==> src/wcd_pkg.sv <==
// Purpose: constants for the watchdog-clear and decrement execution block
// Assumes: 14-bit instruction words, 8-bit data, 128-entry file space
// Notes:   register map is reached over APB, one aligned 32-bit word each
// Behaviour
// - watchdog-clear opcode forces watchdog counter zero
// - watchdog-clear also zeroes the watchdog prescaler
// - watchdog-clear sets timeout and powerdown flags only
// - decrement decoded from 000011, dest bit, address
// - dest zero: result to accumulator, file unchanged
// - dest one: result written back to file
// - decrement updates zero flag, nothing else
`default_nettype none

package wcd_pkg;

  // instruction format
  localparam int          INSTR_W        = 14;
  localparam int          DATA_W         = 8;
  localparam int          FADDR_W        = 7;
  localparam int          FILE_DEPTH     = 128;
  localparam logic [13:0] OP_CLEAR_WDOG  = 14'h0064;
  localparam logic [5:0]  OP_DEC_FILE    = 6'h03;
  localparam int          OP_HI_POS      = 8;
  localparam int          DEST_POS       = 7;

  // watchdog sizes
  localparam int          WDOG_W         = 8;
  localparam int          PRESC_W        = 8;
  localparam logic [7:0]  PRESC_LAST     = 8'hff;
  localparam logic [7:0]  WDOG_LAST      = 8'hff;

  // apb byte offsets
  localparam logic [7:0]  OFF_CTRL       = 8'h00;
  localparam logic [7:0]  OFF_STATUS     = 8'h04;
  localparam logic [7:0]  OFF_ACCUM      = 8'h08;
  localparam logic [7:0]  OFF_WDOG       = 8'h0c;
  localparam logic [7:0]  OFF_FADDR      = 8'h10;
  localparam logic [7:0]  OFF_FDATA      = 8'h14;

  // field positions
  localparam int          CTRL_EXEC_POS  = 0;
  localparam int          ST_ZERO_POS    = 0;
  localparam int          ST_PD_N_POS    = 1;
  localparam int          ST_TO_N_POS    = 2;
  localparam int          WDOG_PRESC_POS = 8;

  // reset values
  localparam logic        RST_EXEC_EN    = 1'b1;
  localparam logic        RST_FLAG_N     = 1'b1;
  localparam logic        RST_ZERO       = 1'b0;
  localparam logic [7:0]  RST_BYTE       = 8'h00;

endpackage

`default_nettype wire

==> src/wcd_exec.sv <==
// Purpose: executes the watchdog-clear and decrement-file instructions
// Assumes: one decoded word per cycle on instr_valid; apb master keeps the protocol
// Notes:   instruction writes win over a same-cycle apb file write
`default_nettype none

module wcd_exec (
  // clock and reset
  input  wire logic        clock,
  input  wire logic        srst,
  // instruction stream from decode
  input  wire logic        instr_valid,
  input  wire logic [13:0] instr_word,
  // watchdog time base
  input  wire logic        wdog_tick,
  // apb slave
  input  wire logic        psel,
  input  wire logic        penable,
  input  wire logic        pwrite,
  input  wire logic [7:0]  paddr,
  input  wire logic [31:0] pwdata,
  output logic             pready,
  output logic [31:0]      prdata,
  output logic             pslverr,
  // core state
  output logic [7:0]       accum,
  output logic             zero_flag,
  output logic             timeout_flag_n,
  output logic             powerdown_flag_n,
  output logic [7:0]       watchdog_counter,
  output logic [7:0]       wdog_prescaler,
  output logic             exec_done
);

  function automatic logic is_clear_wdog(input logic [13:0] w);
    is_clear_wdog = (w == wcd_pkg::OP_CLEAR_WDOG);
  endfunction

  function automatic logic is_dec_file(input logic [13:0] w);
    is_dec_file = (w[13:wcd_pkg::OP_HI_POS] == wcd_pkg::OP_DEC_FILE);
  endfunction

  function automatic logic [7:0] dec8(input logic [7:0] v);
    dec8 = v - 8'h01;
  endfunction

  // file space
  logic [7:0]  file_mem [wcd_pkg::FILE_DEPTH];

  // control registers
  logic        exec_en_ff;
  logic        nxt_exec_en;
  logic [6:0]  faddr_ff;
  logic [6:0]  nxt_faddr;

  // core state
  logic [7:0]  accum_ff;
  logic [7:0]  nxt_accum;
  logic        zero_ff;
  logic        nxt_zero;
  logic        to_n_ff;
  logic        nxt_to_n;
  logic        pd_n_ff;
  logic        nxt_pd_n;
  logic [7:0]  wdog_ff;
  logic [7:0]  nxt_wdog;
  logic [7:0]  presc_ff;
  logic [7:0]  nxt_presc;
  logic        done_ff;
  logic        nxt_done;

  // apb answer
  logic        pready_ff;
  logic        nxt_pready;
  logic [31:0] prdata_ff;
  logic [31:0] nxt_prdata;
  logic        pslverr_ff;
  logic        nxt_pslverr;

  // file write port
  logic        file_we;
  logic [6:0]  file_waddr;
  logic [7:0]  file_wdata;

  // decode
  logic        run;
  logic        do_clear;
  logic        do_dec;
  logic        dest_file;
  logic [6:0]  op_addr;
  logic [7:0]  dec_res;
  logic        apb_setup;
  logic        apb_commit;
  logic        addr_hit;

  always_comb begin
    run        = instr_valid && exec_en_ff;
    do_clear   = run && is_clear_wdog(instr_word);
    do_dec     = run && is_dec_file(instr_word);
    dest_file  = instr_word[wcd_pkg::DEST_POS];
    op_addr    = instr_word[6:0];
    dec_res    = dec8(file_mem[op_addr]);
    apb_setup  = psel && !penable;
    apb_commit = psel && penable && pready_ff;
  end

  // core state next values
  always_comb begin
    nxt_accum = accum_ff;
    nxt_zero  = zero_ff;
    nxt_to_n  = to_n_ff;
    nxt_pd_n  = pd_n_ff;
    nxt_wdog  = wdog_ff;
    nxt_presc = presc_ff;
    nxt_done  = do_clear || do_dec;
    // free-running time base; overflow of the counter marks a timeout
    if (wdog_tick) begin
      if (presc_ff == wcd_pkg::PRESC_LAST) begin
        nxt_presc = wcd_pkg::RST_BYTE;
        if (wdog_ff == wcd_pkg::WDOG_LAST) begin
          nxt_wdog = wcd_pkg::RST_BYTE;
          nxt_to_n = 1'b0;
        end else begin
          nxt_wdog = wdog_ff + 8'h01;
        end
      end else begin
        nxt_presc = presc_ff + 8'h01;
      end
    end
    // the instruction outranks a same-cycle tick
    if (do_clear) begin
      nxt_wdog  = wcd_pkg::RST_BYTE;
      nxt_presc = wcd_pkg::RST_BYTE;
      nxt_to_n  = 1'b1;
      nxt_pd_n  = 1'b1;
    end
    if (do_dec) begin
      nxt_zero = (dec_res == 8'h00);
      if (!dest_file) begin
        nxt_accum = dec_res;
      end
    end
  end

  always_ff @(posedge clock) begin
    if (srst) begin
      accum_ff <= wcd_pkg::RST_BYTE;
      zero_ff  <= wcd_pkg::RST_ZERO;
      to_n_ff  <= wcd_pkg::RST_FLAG_N;
      pd_n_ff  <= wcd_pkg::RST_FLAG_N;
      wdog_ff  <= wcd_pkg::RST_BYTE;
      presc_ff <= wcd_pkg::RST_BYTE;
      done_ff  <= 1'b0;
    end else begin
      accum_ff <= nxt_accum;
      zero_ff  <= nxt_zero;
      to_n_ff  <= nxt_to_n;
      pd_n_ff  <= nxt_pd_n;
      wdog_ff  <= nxt_wdog;
      presc_ff <= nxt_presc;
      done_ff  <= nxt_done;
    end
  end

  // file write port: decrement write-back has priority over apb
  always_comb begin
    file_we    = 1'b0;
    file_waddr = faddr_ff;
    file_wdata = pwdata[7:0];
    if (do_dec && dest_file) begin
      file_we    = 1'b1;
      file_waddr = op_addr;
      file_wdata = dec_res;
    end else if (apb_commit && pwrite && paddr == wcd_pkg::OFF_FDATA) begin
      file_we    = 1'b1;
    end
  end

  // memory holds no reset; software initialises it
  always_ff @(posedge clock) begin
    if (file_we) begin
      file_mem[file_waddr] <= file_wdata;
    end
  end

  // control register next values
  always_comb begin
    nxt_exec_en = exec_en_ff;
    nxt_faddr   = faddr_ff;
    if (apb_commit && pwrite) begin
      case (paddr)
        wcd_pkg::OFF_CTRL:  nxt_exec_en = pwdata[wcd_pkg::CTRL_EXEC_POS];
        wcd_pkg::OFF_FADDR: nxt_faddr = pwdata[6:0];
        default:            nxt_faddr = faddr_ff;
      endcase
    end
  end

  always_ff @(posedge clock) begin
    if (srst) begin
      exec_en_ff <= wcd_pkg::RST_EXEC_EN;
      faddr_ff   <= 7'h00;
    end else begin
      exec_en_ff <= nxt_exec_en;
      faddr_ff   <= nxt_faddr;
    end
  end

  // apb answer: one wait-free access after the setup cycle
  always_comb begin
    nxt_pready  = 1'b0;
    nxt_prdata  = 32'h0000_0000;
    nxt_pslverr = 1'b0;
    addr_hit    = 1'b1;
    if (apb_setup) begin
      nxt_pready = 1'b1;
      case (paddr)
        wcd_pkg::OFF_CTRL:   nxt_prdata[wcd_pkg::CTRL_EXEC_POS] = exec_en_ff;
        wcd_pkg::OFF_STATUS: begin
          nxt_prdata[wcd_pkg::ST_ZERO_POS] = zero_ff;
          nxt_prdata[wcd_pkg::ST_PD_N_POS] = pd_n_ff;
          nxt_prdata[wcd_pkg::ST_TO_N_POS] = to_n_ff;
        end
        wcd_pkg::OFF_ACCUM:  nxt_prdata[7:0] = accum_ff;
        wcd_pkg::OFF_WDOG: begin
          nxt_prdata[7:0]  = wdog_ff;
          nxt_prdata[15:8] = presc_ff;
        end
        wcd_pkg::OFF_FADDR:  nxt_prdata[6:0] = faddr_ff;
        wcd_pkg::OFF_FDATA:  nxt_prdata[7:0] = file_mem[faddr_ff];
        default:             addr_hit = 1'b0;
      endcase
      nxt_pslverr = !addr_hit;
      if (!addr_hit) begin
        nxt_prdata = 32'h0000_0000;
      end
    end
  end

  always_ff @(posedge clock) begin
    if (srst) begin
      pready_ff  <= 1'b0;
      prdata_ff  <= 32'h0000_0000;
      pslverr_ff <= 1'b0;
    end else begin
      pready_ff  <= nxt_pready;
      prdata_ff  <= nxt_prdata;
      pslverr_ff <= nxt_pslverr;
    end
  end

  assign pready           = pready_ff;
  assign prdata           = prdata_ff;
  assign pslverr          = pslverr_ff;
  assign accum            = accum_ff;
  assign zero_flag        = zero_ff;
  assign timeout_flag_n   = to_n_ff;
  assign powerdown_flag_n = pd_n_ff;
  assign watchdog_counter = wdog_ff;
  assign wdog_prescaler   = presc_ff;
  assign exec_done        = done_ff;

endmodule

`default_nettype wire

==> config.mk <==
export PLATFORM = sky130hd
export DESIGN_NAME = wcd_exec
export DESIGN_NICKNAME = d
export VERILOG_FILES = /design/src/wcd_pkg.sv /design/src/wcd_exec.sv
export SDC_FILE = /design/constraint.sdc
export NUM_CORES = 1
export LEC_CHECK = 0
export BUFFER_PORTS_ARGS = -buffer_cell sky130_fd_sc_hd__clkbuf_2
export CAP_MARGIN = 20
export CORE_MARGIN = 3
export CORE_UTILIZATION = 44
export CTS_CLUSTER_DIAMETER = 100
export CTS_CLUSTER_SIZE = 40
export DETAILED_ROUTE_END_ITERATION = 7
export GPL_TIMING_DRIVEN = 1
export PLACE_DENSITY = 0.64
export SETUP_SLACK_MARGIN = 0.3
export SLEW_MARGIN = 20
export SYNTH_ARGS = -nofsm -noshare
export SYNTH_HDL_FRONTEND = slang
export SYNTH_SLANG_ARGS = --single-unit
export TNS_END_PERCENT = 5
==> constraint.sdc <==
create_clock -name clock -period 10.37 [get_ports clock]
set_clock_uncertainty 0.05 [all_clocks]
set_input_delay 0 -clock clock [delete_from_list [all_inputs] [get_ports clock]]
set_output_delay 0 -clock clock [all_outputs]
set_load 0.03 [all_outputs]
==> results.md <==
- Row cnt: about 120
- Worst-skew pair later-pin latency: around 660 ps
- Final setup vio count: 0
- Crit. End Element: flop
- Sequential cell area: ~0.032 mm^2
- Postcts setup bufs: 0
- Post-route ant nets: 0
- Maximum fanout along the worst path: 73
- Final min period: around 5500 ps
- Layout cells sized above 1: 0.311
- Max-slew violation count: 0
- Fin nets: around 2700
- Count of different cell masters after synthesis: 63
- Drt first-iter violations: between 4000 and 5000
- Detailed Routing Iterations Pass 1: 6
- Area Growth Syn to Fin: 7.03%
- Status: finished, final reports clean
- CP Data Required Time: ~11000 ps
- Core area: roughly 0.11 mm^2
- Cells after synthesis: roughly 2600
- Top cell by count, worst path: mux4_2
- Synth Register Bits: 1084
- Initial antenna violation count: 4
- RSZ-0062 raised after global routing: false
- Leakage power: about 16 nW
- Post-synth top flop: edfxtp_1
- Slew HR: 0.193
- Area contributors post-synth: edfxtp_1 (61%), mux4_2 (26%), dfxtp_1 (2.4%), mux2i_1 (1.6%), nor2_1 (1.4%)
- Routed len/inst: between 30 and 40 um
- Peak supply drop: approximately 0.10 mV
- Cts bufs inserted: 36
- Clock Sinks: about 1100
- Multi-input logic area: between 0.015 and 0.02 mm^2
- Fmax: between 150 and 200 MHz
- # resized after CTS: 0
- Number of max-cap violations: 0
- Hold slack: 57.5 ps
- Total gr overflow: 0
- Synth Warn #: 0
- Average footprint of a synthesized cell: ~19 um^2
- WP data arrival: ~6000 ps
- DR vias/cell: 6.79
- Detailed placer's ending HPWL: slightly below 100 mm
- Buffers on Ports: just over 80
- Via count: ~28000
- Clock buffer depth: 3
- CP max stage cell: dfxtp_4
- Slowest Stage Delay on Critical Path: around 680 ps
- Ys async rst share: 0
- DRC viols: 0
- CP Launch Type: flop
- GP Congestion: 0.907
- Worst min-delay path category: primary input to flop
- Post-synth EDFFs: ~1000
- Worst-Margin Slew: around 1200 ps
- Count of final hold-check violations: 0
- Synthesized area: about 0.05 mm^2
- Vias in the first global route: between 20000 and 30000
- Die W: 345 um
- Final WL: 150 mm
- Crit Path Class: flop to flop
- Die H: between 300 and 400 um
- CTS clk-pin slew, worst paths: about 140 ps
- Global-route wire length before repair: approximately 210 mm
- All-Layer GR Usage: 0.248
- Synth top area share: 0.606
- Sequential fraction of the synthesis area: 0.630
- Largest net degree at the start of global routing: between 100 and 150
- Post-synth top area cell: edfxtp_1
- # fillers: 9169
- Power Density: roughly 140 mW/mm^2
- Cts hold-fix bufs: 29
- # IOs: 123
- Starting Density: 0.447
- # H-tree levels: 2
- TNS Setup: 0 ps
- Critical-path cell list: buf_4 -> buf_12 -> mux4_2 -> mux4_2 -> mux4_2 -> mux2i_1 -> a21oi_1 -> a222oi_1 -> nor2b_1 -> dlygate4sd3_1
- Period utilisation layout: 0.529
- TritonCTS clock tree: yes
- Clk root buf: clkbuf_16
- Die ar.: ~0.12 mm^2
layer usage:
layer / part of all wire / vias up / GRT usage
li1: - / 11100 / -
met1: 0.38 / 15200 / 0.349
met2: 0.47 / 1796 / 0.387
met3: 0.11 / 257 / 0.0548
met4: 0.039 / 4 / 0.0818
met5: 0.00018 / - / 0
cell families (layout without fill, tap and decap cells):
kind of cell	count (synthesis)	count (layout)	synth area share
XOR/XNOR	20	20	0.00345
AND/OR/NAND/NOR	428	428	0.0376
buffers and inverters	225	262	0.0222
other	2	19	0.000148
adder cells (fa/ha/maj)	4	4	0.000987
multiplexers	683	683	0.279
AO/OA/AOI/OAI	187	187	0.0261
flip-flops	1084	1084	0.630
stage by stage:
stage	instance area (um^2)	utilization	total power [mW]	worst slack, ps	std cells
floorplan	50800	-	5.18	1860	2648
global placement	52700	0.465	5.33	4130	4094
detailed placement	52800	0.465	5.34	4360	4095
CTS	54300	0.478	7.39	4890	4185
global route	54300	0.478	7.54	4650	4185
finish	54300	0.479	7.37	4880	4187
path summary, 6_finish.rpt:
path	depth (start not counted)	slack [ps]	end	start
setup / recovery	10	4880	prdata[0]	flop
hold / removal	5	60	zero_flag	instr_valid
setup reg to reg	10	4880	prdata[0]	flop
hold reg to reg	1	500	prdata[12]	wdog_prescaler[4]
cell type report:
cell class / instances / area share
Multi-Input combinational cell: 1339 / 0.328
Tap cell: 1500 / 0.0346
Inverter: 20 / 0.00138
Sequential cell: 1084 / 0.589
Clock buffer: 41 / 0.0177
Antenna cell: 2 / 0.0000922
Clock inverter: 20 / 0.00452
Timing Repair Buffer: 181 / 0.0248
flip-flops by register name, indices dropped and copies added, names as in the netlist, 7 cells and up, named ones only:
| signal | flops |
|---|---|
| file_mem | 1024 |
| prdata | 16 |
| accum | 8 |
| watchdog_counter | 8 |
| wdog_prescaler | 8 |
| faddr_ff | 7 |
cells in the final DEF, fill, tap and decap left out, types with 19 or more instances in the layout:
cell / count
mux2i_1: 80
and2_1: 19
mux4_2: 584
clkbuf_2: 78
dfxtp_1: 56
nor2_1: 193
clkbuf_16: 38
dlygate4sd3_1: 29
buf_4: 65
nand2_1: 101
nand3_1: 36
a21oi_1: 34
a22oi_1: 47
edfxtp_1: 1024
synthesized netlist by cell type, types with 19 or more instances:
cell,number
a21oi_1,34
a22oi_1,47
and2_1,19
buf_1,27
buf_2,53
buf_4,26
clkbuf_1,82
dfxtp_1,60
edfxtp_1,1024
mux2_2,19
mux2i_1,80
mux4_2,584
nand2_1,102
nand3_1,36
nor2_1,195
critical path: cells and delay by family (launching register included):
kind,cells,cell delay (ps)
buffers and inverters,3,1690
AO/OA/AOI/OAI,2,530
AND/OR/NAND/NOR,1,80
flip-flops,1,680
multiplexers,4,2150
power breakdown:
part / leakage (nW) / switching [mW] / total, mW / internal, mW
registers: 9.69 / 0.00176 / 4.78 / 4.78
logic: 5.81 / 0.314 / 0.472 / 0.158
clock network: 0.585 / 1.35 / 2.11 / 0.763
total: 16.1 / 1.67 / 7.37 / 5.70
No activity file was read; power rests on OpenSTA's default activity.
